File: config.mk
export PLATFORM = sky130hd
export DESIGN_NAME = status_pin_source_mux
export DESIGN_NICKNAME = d
export VERILOG_FILES = /design/src/logic/status_mux_pkg.sv /design/src/logic/half_rate_toggle.sv /design/src/logic/pin_driver.sv /design/src/logic/status_pin_source_mux.sv
export SDC_FILE = /design/constraint.sdc
export NUM_CORES = 1
export LEC_CHECK = 0
export BUFFER_PORTS_ARGS = -buffer_cell sky130_fd_sc_hd__buf_2
export CAP_MARGIN = 40
export CORE_MARGIN = 2
export CORE_UTILIZATION = 44
export CTS_BUF_LIST = sky130_fd_sc_hd__clkbuf_4 sky130_fd_sc_hd__clkbuf_8 sky130_fd_sc_hd__clkbuf_16
export DETAILED_ROUTE_END_ITERATION = 10
export GPL_TIMING_DRIVEN = 0
export HOLD_SLACK_MARGIN = 0.06
export PLACE_DENSITY = 0.87
export SYNTH_ARGS = -nofsm -noshare
export SYNTH_HDL_FRONTEND = slang
export SYNTH_SLANG_ARGS = --single-unit
File: constraint.sdc
create_clock -name ref_clk -period 2.6 [get_ports ref_clk]
set_clock_uncertainty 0.15 [all_clocks]
set_input_delay 0.13 -clock ref_clk [delete_from_list [all_inputs] [get_ports ref_clk]]
set_output_delay 0.13 -clock ref_clk [all_outputs]
set_load 0.005 [all_outputs]
File: src/logic/status_mux_pkg.sv
// constants for the status pin source selection block
package status_mux_pkg;
	localparam int ADDR_W = 8;
	localparam int DATA_W = 8;
	// byte addresses of the two configuration registers
	localparam logic [7:0] FIRST_CFG_ADDR  = 8'h1b;
	localparam logic [7:0] SECOND_CFG_ADDR = 8'h1c;
	// field layout
	localparam int SEL_MSB = 7;
	localparam int SEL_LSB = 4;
	localparam int POL_BIT = 3;
	localparam logic [7:0] WRITABLE_MASK = 8'hf8;
	// reset values
	localparam logic [3:0] FIRST_SEL_RESET  = 4'h5;
	localparam logic [3:0] SECOND_SEL_RESET = 4'h2;
	localparam logic       POL_RESET        = 1'b1;
	// source codes
	localparam logic [3:0] SRC_PRI_LOS   = 4'h0;
	localparam logic [3:0] SRC_SEC_LOS   = 4'h1;
	localparam logic [3:0] SRC_S1_LOL    = 4'h2;
	localparam logic [3:0] SRC_S1_RDIV   = 4'h3;
	localparam logic [3:0] SRC_S1_NDIV   = 4'h4;
	localparam logic [3:0] SRC_S2_LOL    = 4'h5;
	localparam logic [3:0] SRC_S2_RDIV   = 4'h6;
	localparam logic [3:0] SRC_S2_NDIV   = 4'h7;
	localparam logic [3:0] SRC_S1_CAL    = 4'h8;
	localparam logic [3:0] SRC_S2_CAL    = 4'h9;
	localparam logic [3:0] SRC_INTERRUPT = 4'ha;
	localparam logic [3:0] SRC_S1_MDIV   = 4'hb;
	localparam logic [3:0] SRC_S2_MDIV   = 4'hc;
	localparam logic [3:0] SRC_NVM       = 4'hd;
	localparam logic [3:0] SRC_S1_SWITCH = 4'he;
	localparam logic [3:0] SRC_S2_SWITCH = 4'hf;
	localparam int NUM_SRC = 16;
	localparam int NUM_FLAGS = 8;
	typedef enum logic [1:0] {
		CFG_IDLE,
		CFG_NVM_LOAD,
		CFG_RUN
	} cfg_state_t;
endpackage

File: src/logic/half_rate_toggle.sv
// halves one divider output; idles low while the divider is bypassed
`timescale 1ns/1ps
`default_nettype none
module half_rate_toggle
	import status_mux_pkg::*;
(
	input  wire logic ref_clk,
	input  wire logic arst_n,
	input  wire logic dividerPulse,
	input  wire logic bypassed,
	output logic      halfOut
);
	typedef struct packed {
		logic q;
	} toggle_state_t;

	toggle_state_t st;
	toggle_state_t next_st;

	always_comb begin
		next_st = st;
		if (bypassed) begin
			next_st.q = 1'b0;
		end else if (dividerPulse) begin
			next_st.q = ~st.q;
		end
	end

	always_ff @(posedge ref_clk or negedge arst_n) begin
		if (!arst_n) begin
			st <= '0;
		end else begin
			st <= next_st;
		end
	end

	assign halfOut = st.q;
endmodule
`default_nettype wire

File: src/logic/pin_driver.sv
// selects one source for a status pin, applies override and polarity
`timescale 1ns/1ps
`default_nettype none
module pin_driver
	import status_mux_pkg::*;
(
	input  wire logic                 ref_clk,
	input  wire logic                 arst_n,
	input  wire logic [NUM_SRC-1:0]   sources,
	input  wire logic [3:0]           sourceSelect,
	input  wire logic                 polarity,
	input  wire logic                 testActive,
	input  wire logic                 testLevel,
	output logic                      pinOut
);
	typedef struct packed {
		logic pin;
	} pin_state_t;

	pin_state_t st;
	pin_state_t next_st;

	always_comb begin
		next_st = st;
		if (testActive) begin
			next_st.pin = testLevel;
		end else begin
			next_st.pin = sources[sourceSelect] ~^ polarity;
		end
	end

	always_ff @(posedge ref_clk or negedge arst_n) begin
		if (!arst_n) begin
			st <= '0;
		end else begin
			st <= next_st;
		end
	end

	assign pinOut = st.pin;
endmodule
`default_nettype wire

File: src/logic/status_pin_source_mux.sv
// status pin source selection with its two configuration registers
`timescale 1ns/1ps
`default_nettype none
module status_pin_source_mux
	import status_mux_pkg::*;
(
	input  wire logic                  ref_clk,
	input  wire logic                  arst_n,
	input  wire logic [ADDR_W-1:0]     regAddr,
	input  wire logic [DATA_W-1:0]     regWdata,
	input  wire logic                  regWrite,
	input  wire logic                  regRead,
	output logic      [DATA_W-1:0]     regRdata,
	input  wire logic                  nvmLoad,
	input  wire logic [DATA_W-1:0]     nvmFirstCfg,
	input  wire logic [DATA_W-1:0]     nvmSecondCfg,
	input  wire logic                  primaryRefLos,
	input  wire logic                  secondaryRefLos,
	input  wire logic                  synthOneLol,
	input  wire logic                  synthTwoLol,
	input  wire logic                  synthOneRdivPulse,
	input  wire logic                  synthTwoRdivPulse,
	input  wire logic                  synthOneRdivBypass,
	input  wire logic                  synthTwoRdivBypass,
	input  wire logic                  synthOneNdivPulse,
	input  wire logic                  synthTwoNdivPulse,
	input  wire logic                  synthOneMdivPulse,
	input  wire logic                  synthTwoMdivPulse,
	input  wire logic                  synthOneMdivBypass,
	input  wire logic                  synthTwoMdivBypass,
	input  wire logic                  synthOneCal,
	input  wire logic                  synthTwoCal,
	input  wire logic                  nvmActive,
	input  wire logic [NUM_FLAGS-1:0]  interruptFlags,
	input  wire logic [NUM_FLAGS-1:0]  interruptMask,
	input  wire logic                  synthOneAutoSwitch,
	input  wire logic                  synthTwoAutoSwitch,
	input  wire logic                  testFirstActive,
	input  wire logic                  testFirstLevel,
	input  wire logic                  testSecondActive,
	input  wire logic                  testSecondLevel,
	output logic                       first_indicator_pin,
	output logic                       second_indicator_pin
);
	typedef struct packed {
		cfg_state_t       mode;
		logic [3:0]       firstSel;
		logic             firstPol;
		logic [3:0]       secondSel;
		logic             secondPol;
		logic [DATA_W-1:0] rdata;
	} mux_state_t;

	mux_state_t st;
	mux_state_t next_st;

	logic [NUM_SRC-1:0] sources;
	logic s1RdivHalf;
	logic s2RdivHalf;
	logic s1NdivHalf;
	logic s2NdivHalf;
	logic s1MdivHalf;
	logic s2MdivHalf;
	logic combinedInterrupt;

	half_rate_toggle u_s1Rdiv (
		.ref_clk      (ref_clk),
		.arst_n       (arst_n),
		.dividerPulse (synthOneRdivPulse),
		.bypassed     (synthOneRdivBypass),
		.halfOut      (s1RdivHalf)
	);
	half_rate_toggle u_s2Rdiv (
		.ref_clk      (ref_clk),
		.arst_n       (arst_n),
		.dividerPulse (synthTwoRdivPulse),
		.bypassed     (synthTwoRdivBypass),
		.halfOut      (s2RdivHalf)
	);
	half_rate_toggle u_s1Ndiv (
		.ref_clk      (ref_clk),
		.arst_n       (arst_n),
		.dividerPulse (synthOneNdivPulse),
		.bypassed     (1'b0),
		.halfOut      (s1NdivHalf)
	);
	half_rate_toggle u_s2Ndiv (
		.ref_clk      (ref_clk),
		.arst_n       (arst_n),
		.dividerPulse (synthTwoNdivPulse),
		.bypassed     (1'b0),
		.halfOut      (s2NdivHalf)
	);
	half_rate_toggle u_s1Mdiv (
		.ref_clk      (ref_clk),
		.arst_n       (arst_n),
		.dividerPulse (synthOneMdivPulse),
		.bypassed     (synthOneMdivBypass),
		.halfOut      (s1MdivHalf)
	);
	half_rate_toggle u_s2Mdiv (
		.ref_clk      (ref_clk),
		.arst_n       (arst_n),
		.dividerPulse (synthTwoMdivPulse),
		.bypassed     (synthTwoMdivBypass),
		.halfOut      (s2MdivHalf)
	);

	assign combinedInterrupt = |(interruptFlags & interruptMask);

	always_comb begin
		sources                = '0;
		sources[SRC_PRI_LOS]   = primaryRefLos;
		sources[SRC_SEC_LOS]   = secondaryRefLos;
		sources[SRC_S1_LOL]    = synthOneLol;
		sources[SRC_S2_LOL]    = synthTwoLol;
		sources[SRC_S1_RDIV]   = s1RdivHalf;
		sources[SRC_S1_NDIV]   = s1NdivHalf;
		sources[SRC_S2_RDIV]   = s2RdivHalf;
		sources[SRC_S2_NDIV]   = s2NdivHalf;
		sources[SRC_S1_CAL]    = synthOneCal;
		sources[SRC_S2_CAL]    = synthTwoCal;
		sources[SRC_NVM]       = nvmActive;
		sources[SRC_INTERRUPT] = combinedInterrupt;
		sources[SRC_S1_MDIV]   = s1MdivHalf;
		sources[SRC_S2_MDIV]   = s2MdivHalf;
		sources[SRC_S1_SWITCH] = synthOneAutoSwitch;
		sources[SRC_S2_SWITCH] = synthTwoAutoSwitch;
	end

	pin_driver u_firstPin (
		.ref_clk      (ref_clk),
		.arst_n       (arst_n),
		.sources      (sources),
		.sourceSelect (st.firstSel),
		.polarity     (st.firstPol),
		.testActive   (testFirstActive),
		.testLevel    (testFirstLevel),
		.pinOut       (first_indicator_pin)
	);
	pin_driver u_secondPin (
		.ref_clk      (ref_clk),
		.arst_n       (arst_n),
		.sources      (sources),
		.sourceSelect (st.secondSel),
		.polarity     (st.secondPol),
		.testActive   (testSecondActive),
		.testLevel    (testSecondLevel),
		.pinOut       (second_indicator_pin)
	);

	always_comb begin
		next_st = st;
		next_st.rdata = '0;
		case (st.mode)
			CFG_IDLE: begin
				next_st.mode = CFG_RUN;
			end
			CFG_NVM_LOAD: begin
				// only select and polarity come from memory
				next_st.firstSel  = nvmFirstCfg[SEL_MSB:SEL_LSB];
				next_st.firstPol  = nvmFirstCfg[POL_BIT];
				next_st.secondSel = nvmSecondCfg[SEL_MSB:SEL_LSB];
				next_st.secondPol = nvmSecondCfg[POL_BIT];
				next_st.mode      = CFG_RUN;
			end
			CFG_RUN: begin
				if (nvmLoad) begin
					next_st.mode = CFG_NVM_LOAD;
				end
			end
			default: begin
				next_st.mode = CFG_IDLE;
			end
		endcase
		if (regWrite && st.mode != CFG_NVM_LOAD) begin
			// reserved bits are simply not stored
			if (regAddr == FIRST_CFG_ADDR) begin
				next_st.firstSel = regWdata[SEL_MSB:SEL_LSB];
				next_st.firstPol = regWdata[POL_BIT];
			end else if (regAddr == SECOND_CFG_ADDR) begin
				next_st.secondSel = regWdata[SEL_MSB:SEL_LSB];
				next_st.secondPol = regWdata[POL_BIT];
			end
		end
		if (regRead) begin
			if (regAddr == FIRST_CFG_ADDR) begin
				next_st.rdata = {st.firstSel, st.firstPol, 3'h0};
			end else if (regAddr == SECOND_CFG_ADDR) begin
				next_st.rdata = {st.secondSel, st.secondPol, 3'h0};
			end
		end
	end

	always_ff @(posedge ref_clk or negedge arst_n) begin
		if (!arst_n) begin
			st.mode      <= CFG_IDLE;
			st.firstSel  <= FIRST_SEL_RESET;
			st.firstPol  <= POL_RESET;
			st.secondSel <= SECOND_SEL_RESET;
			st.secondPol <= POL_RESET;
			st.rdata     <= '0;
		end else begin
			st <= next_st;
		end
	end

	assign regRdata = st.rdata;
endmodule
`default_nettype wire

==> run summary, run 1 <==
Async SR Flop Fraction - 1.00
relative slew slack - 0.632
Crit path arrival time - 2.60 ns
Clock Power Share - 0.122
routed length per placed instance - 12.4 um
TritonCTS buffer count - 3
Worst Hold Slack - 0.156 ns
synth unique cells - 31
Static Leak - 1.15 nW
share of cells above drive strength 1 - 0.390
total power - 0.00147 W
critical path's slowest cell - dlygate4sd3_1
maximum vdd ir drop - 0.000517 V
CP Launch Type - register
status - finished, final reports clean
ANT nets after route - 0
Int Pwr - 0.000980 W
Slew @ Worst Pin - 0.551 ns
Comb power frac - 0.449
fin crit share - 0.953
Max stage delay on crit path - 0.58 ns
post-synthesis instance area - 0.00152 mm2
Die Y - 62.7 um
commonest non-fill, non-tap cells in the layout - buf_2 (77), dlygate4sd3_1 (43), dfrtp_1 (20)
CP Class - register to register
Post-route DRC - 0
Filler Cell Count - 254
routability cong. - 0.780
hold crit path type - primary input to asynchronous set/reset pin
setup_tns - 0 ns
commonest non-fill, non-tap cell in the layout - buf_2
Final Max Tran Viols - 0
Die Width - 62.7 um
register area - 632 um2
largest net degree at the start of global routing - 26
n_diodes - 0
CP Data Required Time - 2.72 ns
1st-iter DRT viols - 44
f_max - 404 MHz
share of power burned in registers - 0.429
initial antenna violation count - 0
synthesis-stage register bit count - 25
Post-CTS Setup Inserts - 0
Worst Setup End Kind - register
PD cells - 612 mW/mm2
gr usage total - 0.200
number of global-route vias before repair - 1487
Setup violations, final - 0
switching share of total power - 0.334
CTS H-tree lvls - 1
fin crit period - 2.48 ns
final non-filler cell total - 315
placed cells - 268
cells along the critical path - buf_2 -> mux4_2 -> o22ai_1 -> a22oi_1 -> dlygate4sd3_1 -> nand3_1
final WL - 3910 um
Max Root-Sink Buffers - 2
number of placement rows - 21
Port Buf Inserts - 73
DR pass1 iterations - 4
GRT overflow - 0
io pins - 86
TritonCTS clock tree - yes
via count - 1564
post-synthesis sequential area ratio - 0.417
CTS sink count - 25
final hold violations - 0
Worst-path clk slew - 0.15 ns
CP Max Fanout - 8
area occupied by multi-input gates - 790 um2
post-route cell area - 0.00240 mm2
Die Footprint - 0.00393 mm2
Synth warnings - 0
Vias/cell - 4.97
ys flop type - dfrtp_1
Post-DP HPWL - 2720 um
Post-Syn Area per Cell - 10.3 um2
Max-cap violations - 0
Core ar. - 0.00331 mm2
Post-DP Area - 0.00195 mm2
number of nets in the layout - 346
Layout area overhead - 58.6%
CTS root buf - clkbuf_4
number of synthesized flops with an enable pin - 0
first-pass GRT wire length - 6360 um
RSZ-0062 raised after global routing - false
Starting Density - 0.458
net switching power - 0.000491 W
Cells after Synth - 147
worst skew pair latency - 0.32 ns
-- cells in the mapped netlist (3+ instances only) --
master / n / area share
buf_2: 4 / 0.013
nor2b_1: 6 / 0.025
dfrtp_1: 20 / 0.33
o21ai_0: 3 / 0.0099
mux2i_1: 10 / 0.066
o21ai_1: 10 / 0.033
o22ai_1: 3 / 0.012
nand2_1: 19 / 0.047
nor2_1: 7 / 0.017
buf_4: 8 / 0.040
dfstp_2: 5 / 0.087
inv_1: 4 / 0.0099
nand3_1: 3 / 0.0099
xnor2_1: 4 / 0.023
or4_1: 3 / 0.015
mux4_2: 6 / 0.089
a22oi_1: 11 / 0.054
-- worst paths after layout --
path / slack [ns] / endpoint / from / depth (start not counted)
worst min register to register: 0.30 / st[18]$_DFFE_PN0P_ / st[18]$_DFFE_PN0P_ / 1
worst min-delay path: 0.16 / regRdata[6]$_DFF_PN0_ / arst_n / 2
max in group asynchronous: 1.76 / st[10]$_DFF_PN1_ / arst_n / 2
worst max-delay path: 0.12 / u_firstPin.pinOut$_DFF_PN0_ / st[14]$_DFF_PN1_ / 6
worst max register to register: 0.12 / u_firstPin.pinOut$_DFF_PN0_ / st[14]$_DFF_PN1_ / 6
min in group ref_clk: 0.18 / regRdata[7]$_DFF_PN0_ / regAddr[2] / 4
-- logic make-up after synthesis --
| group | Yosys count | share of synthesized area |
|---|---|---|
| DFF | 25 | 0.417 |
| AOI/OAI and AO/OA | 30 | 0.125 |
| buffers and inverters | 18 | 0.0677 |
| and+or+nand+nor | 49 | 0.183 |
| other | 1 | 0.00247 |
| xor gates and xnor gates | 6 | 0.0347 |
| muxes | 18 | 0.170 |
-- stage by stage --
stage	setup slack [ns]	util
floorplan	0.619	-
finish	0.123	0.726
CTS	0.117	0.726
global route	0.0113	0.726
detailed placement	0.487	0.588
global placement	0.518	0.588
-- layout make-up --
| class | count | area share |
|---|---|---|
| Buffer | 14 | 0.0364 |
| Clock inverter | 1 | 0.00208 |
| Multi-Input combinational cell | 106 | 0.328 |
| Clock buffer | 3 | 0.00937 |
| Timing Repair Buffer | 116 | 0.331 |
| Inverter | 4 | 0.00624 |
| Sequential cell | 25 | 0.263 |
| Tap cell | 46 | 0.0239 |
-- power groups by stage --
| stage | Sequential (W) | Clock (W) | Combinational [W] |
|---|---|---|---|
| 2_1_floorplan | 0.000598 | 0 | 0.000377 |
| 3_3_place_gp | 0.000627 | 0 | 0.000502 |
| 3_5_place_dp | 0.000636 | 0 | 0.000517 |
| 4_1_cts | 0.000628 | 0.000181 | 0.000657 |
| 5_1_grt | 0.000644 | 0.000200 | 0.000733 |
| 6_report | 0.000631 | 0.000179 | 0.000661 |
-- per-layer routing --
metal  wire length [um]  track usage  share of wire
met4                  7       0.0278         0.0018
met1               1480        0.243           0.38
met5                  0            0              0
met2               2130        0.374           0.55
met3                279       0.0396          0.071
-- registers in the layout, indices dropped and copies added (netlist names) --
register            flops
regRdata                5
u_firstPin.pinOut       1
u_s2Rdiv.halfOut        1
st                     12
u_s1Mdiv.halfOut        1
u_secondPin.pinOut      1
u_s2Ndiv.halfOut        1
u_s1Rdiv.halfOut        1
u_s2Mdiv.halfOut        1
u_s1Ndiv.halfOut        1
-- repair_timing --
item                                   CTS  global route
endpoints found under the hold margin   50             0
hold buffers                            43             0
gates resized for setup                  0             0
-- worst max-delay path: cells and delay by family (launching register included) --
family | cells | cell delay, ns
AO/OA/AOI/OAI | 2 | 0.34
AND/OR/NAND/NOR | 1 | 0.08
buffers and inverters | 2 | 0.80
flip-flops | 1 | 0.54
multiplexers | 1 | 0.52
(Power assumes the default switching activity.)
==> run 2: changes to the inputs <==
--- a/config.mk
+++ b/config.mk
@@ -8,12 +8,12 @@
 export BUFFER_PORTS_ARGS = -buffer_cell sky130_fd_sc_hd__buf_2
 export CAP_MARGIN = 40
 export CORE_MARGIN = 2
-export CORE_UTILIZATION = 44
+export CORE_UTILIZATION = 45
 export CTS_BUF_LIST = sky130_fd_sc_hd__clkbuf_4 sky130_fd_sc_hd__clkbuf_8 sky130_fd_sc_hd__clkbuf_16
 export DETAILED_ROUTE_END_ITERATION = 10
 export GPL_TIMING_DRIVEN = 0
 export HOLD_SLACK_MARGIN = 0.06
-export PLACE_DENSITY = 0.87
+export PLACE_DENSITY = 0.88
 export SYNTH_ARGS = -nofsm -noshare
 export SYNTH_HDL_FRONTEND = slang
 export SYNTH_SLANG_ARGS = --single-unit
==> constraint.sdc (replaced) <==
create_clock -name ref_clk -period 2.95 [get_ports ref_clk]
set_clock_uncertainty 0.15 [all_clocks]
set_input_delay 0.1475 -clock ref_clk [delete_from_list [all_inputs] [get_ports ref_clk]]
set_output_delay 0.1475 -clock ref_clk [all_outputs]
set_load 0.005 [all_outputs]
==> run 2 against run 1 <==
Effect of this change: count of clock-buffer cells in the layout stayed put; non-clock buffer count fell by 4; critical path type unchanged; critical path depth grew 1; sequential power shrank 12%; fmax decreased by 12%; via count is 3.2% lower; hold slack worse by 0.090 ns; utilization decreased by 0.45 points; combinational power down 7.7%; clock power fell by 15%.
==> run summary, run 2 (same netlist as run 1, synthesis figures left out) <==
Worst Hold Slack - 0.0661 ns (-0.0899 ns)
Slew @ Worst Pin - 0.529 ns (-0.0228 ns)
TritonCTS clock tree - yes
pre-CTS setup slack - 0.852 ns (+0.365 ns)
number of placement rows - 21 (unchanged)
total power - 0.00132 W (-10%)
worst min-delay path endpoint - regRdata[4]$_DFF_PN0_
Most flops, register - st
Final Max Tran Viols - 0 (unchanged)
fin crit period - 2.83 ns (+0.350 ns)
CTS H-tree lvls - 1 (unchanged)
share of cells above drive strength 1 - 0.400 (+0.00967)
number of nets in the layout - 342 (-1.2%)
Clock Power Share - 0.115 (-0.007)
worst hold stages - 4
fin worst setup slack - 0.124 ns (+0.000268 ns)
Vias/cell - 4.87 (-2.0%)
routed length per placed instance - 12.6 um (+1.4%)
Worst path most repeated cell - dlygate4sd3_1
PD cells - 556 mW/mm2 (-9.0%)
Post-route DRC - 0 (unchanged)
Hold Crit Start - regAddr[1]
commonest non-fill, non-tap cell in the layout - buf_2
final hold violations - 0 (unchanged)
ANT nets after route - 0 (unchanged)
largest net degree at the start of global routing - 26 (unchanged)
1st-iter DRT viols - 48 (+9.1%)
via count - 1514 (-3.2%)
CTS root buf - clkbuf_4
fin crit share - 0.958 (+0.00554)
worst reg2reg path depth - 7 (+1)
relative slew slack - 0.645 (+0.0126)
Post-CTS Setup Inserts - 0 (unchanged)
commonest non-fill, non-tap cells in the layout - buf_2 (77), dlygate4sd3_1 (39), dfrtp_1 (20)
GRT overflow - 0 (unchanged)
routability cong. - 0.850 (+9.0%)
Die Width - 62.1 um (-1.0%)
RSZ-0062 raised after global routing - false
Max-cap violations - 0 (unchanged)
cells along the critical path - buf_2 -> mux4_2 -> o22ai_2 -> a22oi_1 -> dlygate4sd3_1 -> nand3_1 -> dlygate4sd3_1
io pins - 86 (unchanged)
gr usage total - 0.211 (+0.0111)
worst skew pair latency - 0.31 ns (about the same)
Post-DP Area - 0.00195 mm2 (unchanged)
Setup violations, final - 0 (unchanged)
TritonCTS buffer count - 3 (unchanged)
CP Launch Type - register
Worst R2R End - u_secondPin.pinOut$_DFF_PN0_
RR Startpoint - st[9]$_DFF_PN0_
CP Data Required Time - 3.06 ns (+0.34 ns)
Core ar. - 0.00328 mm2 (-0.79%)
CP Class - register to register
Comb power frac - 0.462 (+0.013)
CP Max Fanout - 8 (unchanged)
Reg2Reg Setup Slack - 0.12 ns (about the same)
number of global-route vias before repair - 1352 (-9.1%)
Int Pwr - 0.000875 W (-11%)
Crit path arrival time - 2.94 ns (+0.34 ns)
n_diodes - 0 (unchanged)
maximum vdd ir drop - 0.000388 V (-25%)
Die Y - 62.1 um (-1.0%)
hold crit path type - primary input to register
DR pass1 iterations - 4 (unchanged)
status - finished, final reports clean
Port Buf Inserts - 73 (unchanged)
Post-DP HPWL - 2750 um (+0.89%)
net switching power - 0.000444 W (-9.5%)
initial antenna violation count - 0 (unchanged)
Worst-path clk slew - 0.14 ns (about the same)
Static Leak - 1.13 nW (-1.7%)
Layout area overhead - 56.4%
first-pass GRT wire length - 5980 um (-6.1%)
final WL - 3910 um (+0.10%)
f_max - 354 MHz (-12%)
Starting Density - 0.462 (+0.00366)
CTS sink count - 25 (unchanged)
switching share of total power - 0.337 (+0.00286)
Largest register FFs - 12 (unchanged)
Max stage delay on crit path - 0.56 ns (-0.02 ns)
setup_tns - 0 ns (unchanged)
Worst Setup End Kind - register
Max Root-Sink Buffers - 2 (unchanged)
share of power burned in registers - 0.422 (-0.007)
critical path's slowest cell - dlygate4sd3_1
post-route cell area - 0.00237 mm2 (-1.4%)
Die Footprint - 0.00385 mm2 (-2.1%)
-- run 2: cell count changes in the layout (fill, tap and decap cells not counted), sizes merged --
| cell | change |
|---|---|
| dlygate4sd3 | -4 |
-- run 2: worst max-delay path by stage --
stage,slack (ns),cells past startpoint,end,startpoint
global placement,0.87,6,u_firstPin.pinOut$_DFF_PN0_,st[14]$_DFF_PN1_
CTS,0.13,7,u_secondPin.pinOut$_DFF_PN0_,st[9]$_DFF_PN0_
global route,0.05,7,u_secondPin.pinOut$_DFF_PN0_,st[9]$_DFF_PN0_
finish,0.12,7,u_secondPin.pinOut$_DFF_PN0_,st[9]$_DFF_PN0_
floorplan,0.97,6,u_firstPin.pinOut$_DFF_PN0_,st[14]$_DFF_PN1_
detailed placement,0.85,6,u_firstPin.pinOut$_DFF_PN0_,st[14]$_DFF_PN1_
-- run 2: cell type report --
cell class,count,area [um2]
plain buffers,14,87.6
multi-input cells,106,796
clock buffers,3,22.5
well taps,46,57.6
fillers,236,913
repair buffers,112,756
inverters,4,15.0
flip-flops and latches,25,632
clock inverters,1,5.00
-- run 2: repair_timing --
item,4_1_cts,5_1_grt
gates resized for setup,0,1
hold buffers,39,0
hold endpoints to repair,50,0
setup endpoints to repair,0,1
-- run 2: per-layer routing --
layer | GRT usage | wire, um | up-vias | part of all wire
li1 | - | - | 761 | -
met1 | 0.283 | 1690 | 695 | 0.43
met2 | 0.372 | 2010 | 54 | 0.51
met3 | 0.0248 | 183 | 4 | 0.047
met4 | 0.0365 | 25 | 0 | 0.0064
met5 | 0 | 0 | - | 0
-- run 2: power by group through the flow --
stage                     clock network, W  registers (W)  logic [W]
after global placement                   0       0.000554   0.000443
after CTS                         0.000159       0.000552   0.000589
after detailed placement                 0       0.000559   0.000459
final                             0.000152       0.000557   0.000610
after global routing              0.000167       0.000571   0.000673
after floorplan                          0       0.000527   0.000333
-- run 2: critical path: cells and delay by family, from the launching register on --
kind	cells	cell delay (ns)
AO/OA/AOI/OAI	2	0.32
buffers and inverters	3	1.34
flip-flops	1	0.36
multiplexers	1	0.54
AND/OR/NAND/NOR	1	0.08
-- run 2: through the flow --
step,util,instances
after floorplan,-,149
after global placement,0.593,268
after detailed placement,0.593,268
after CTS,0.720,311
after global routing,0.722,311
final,0.722,311
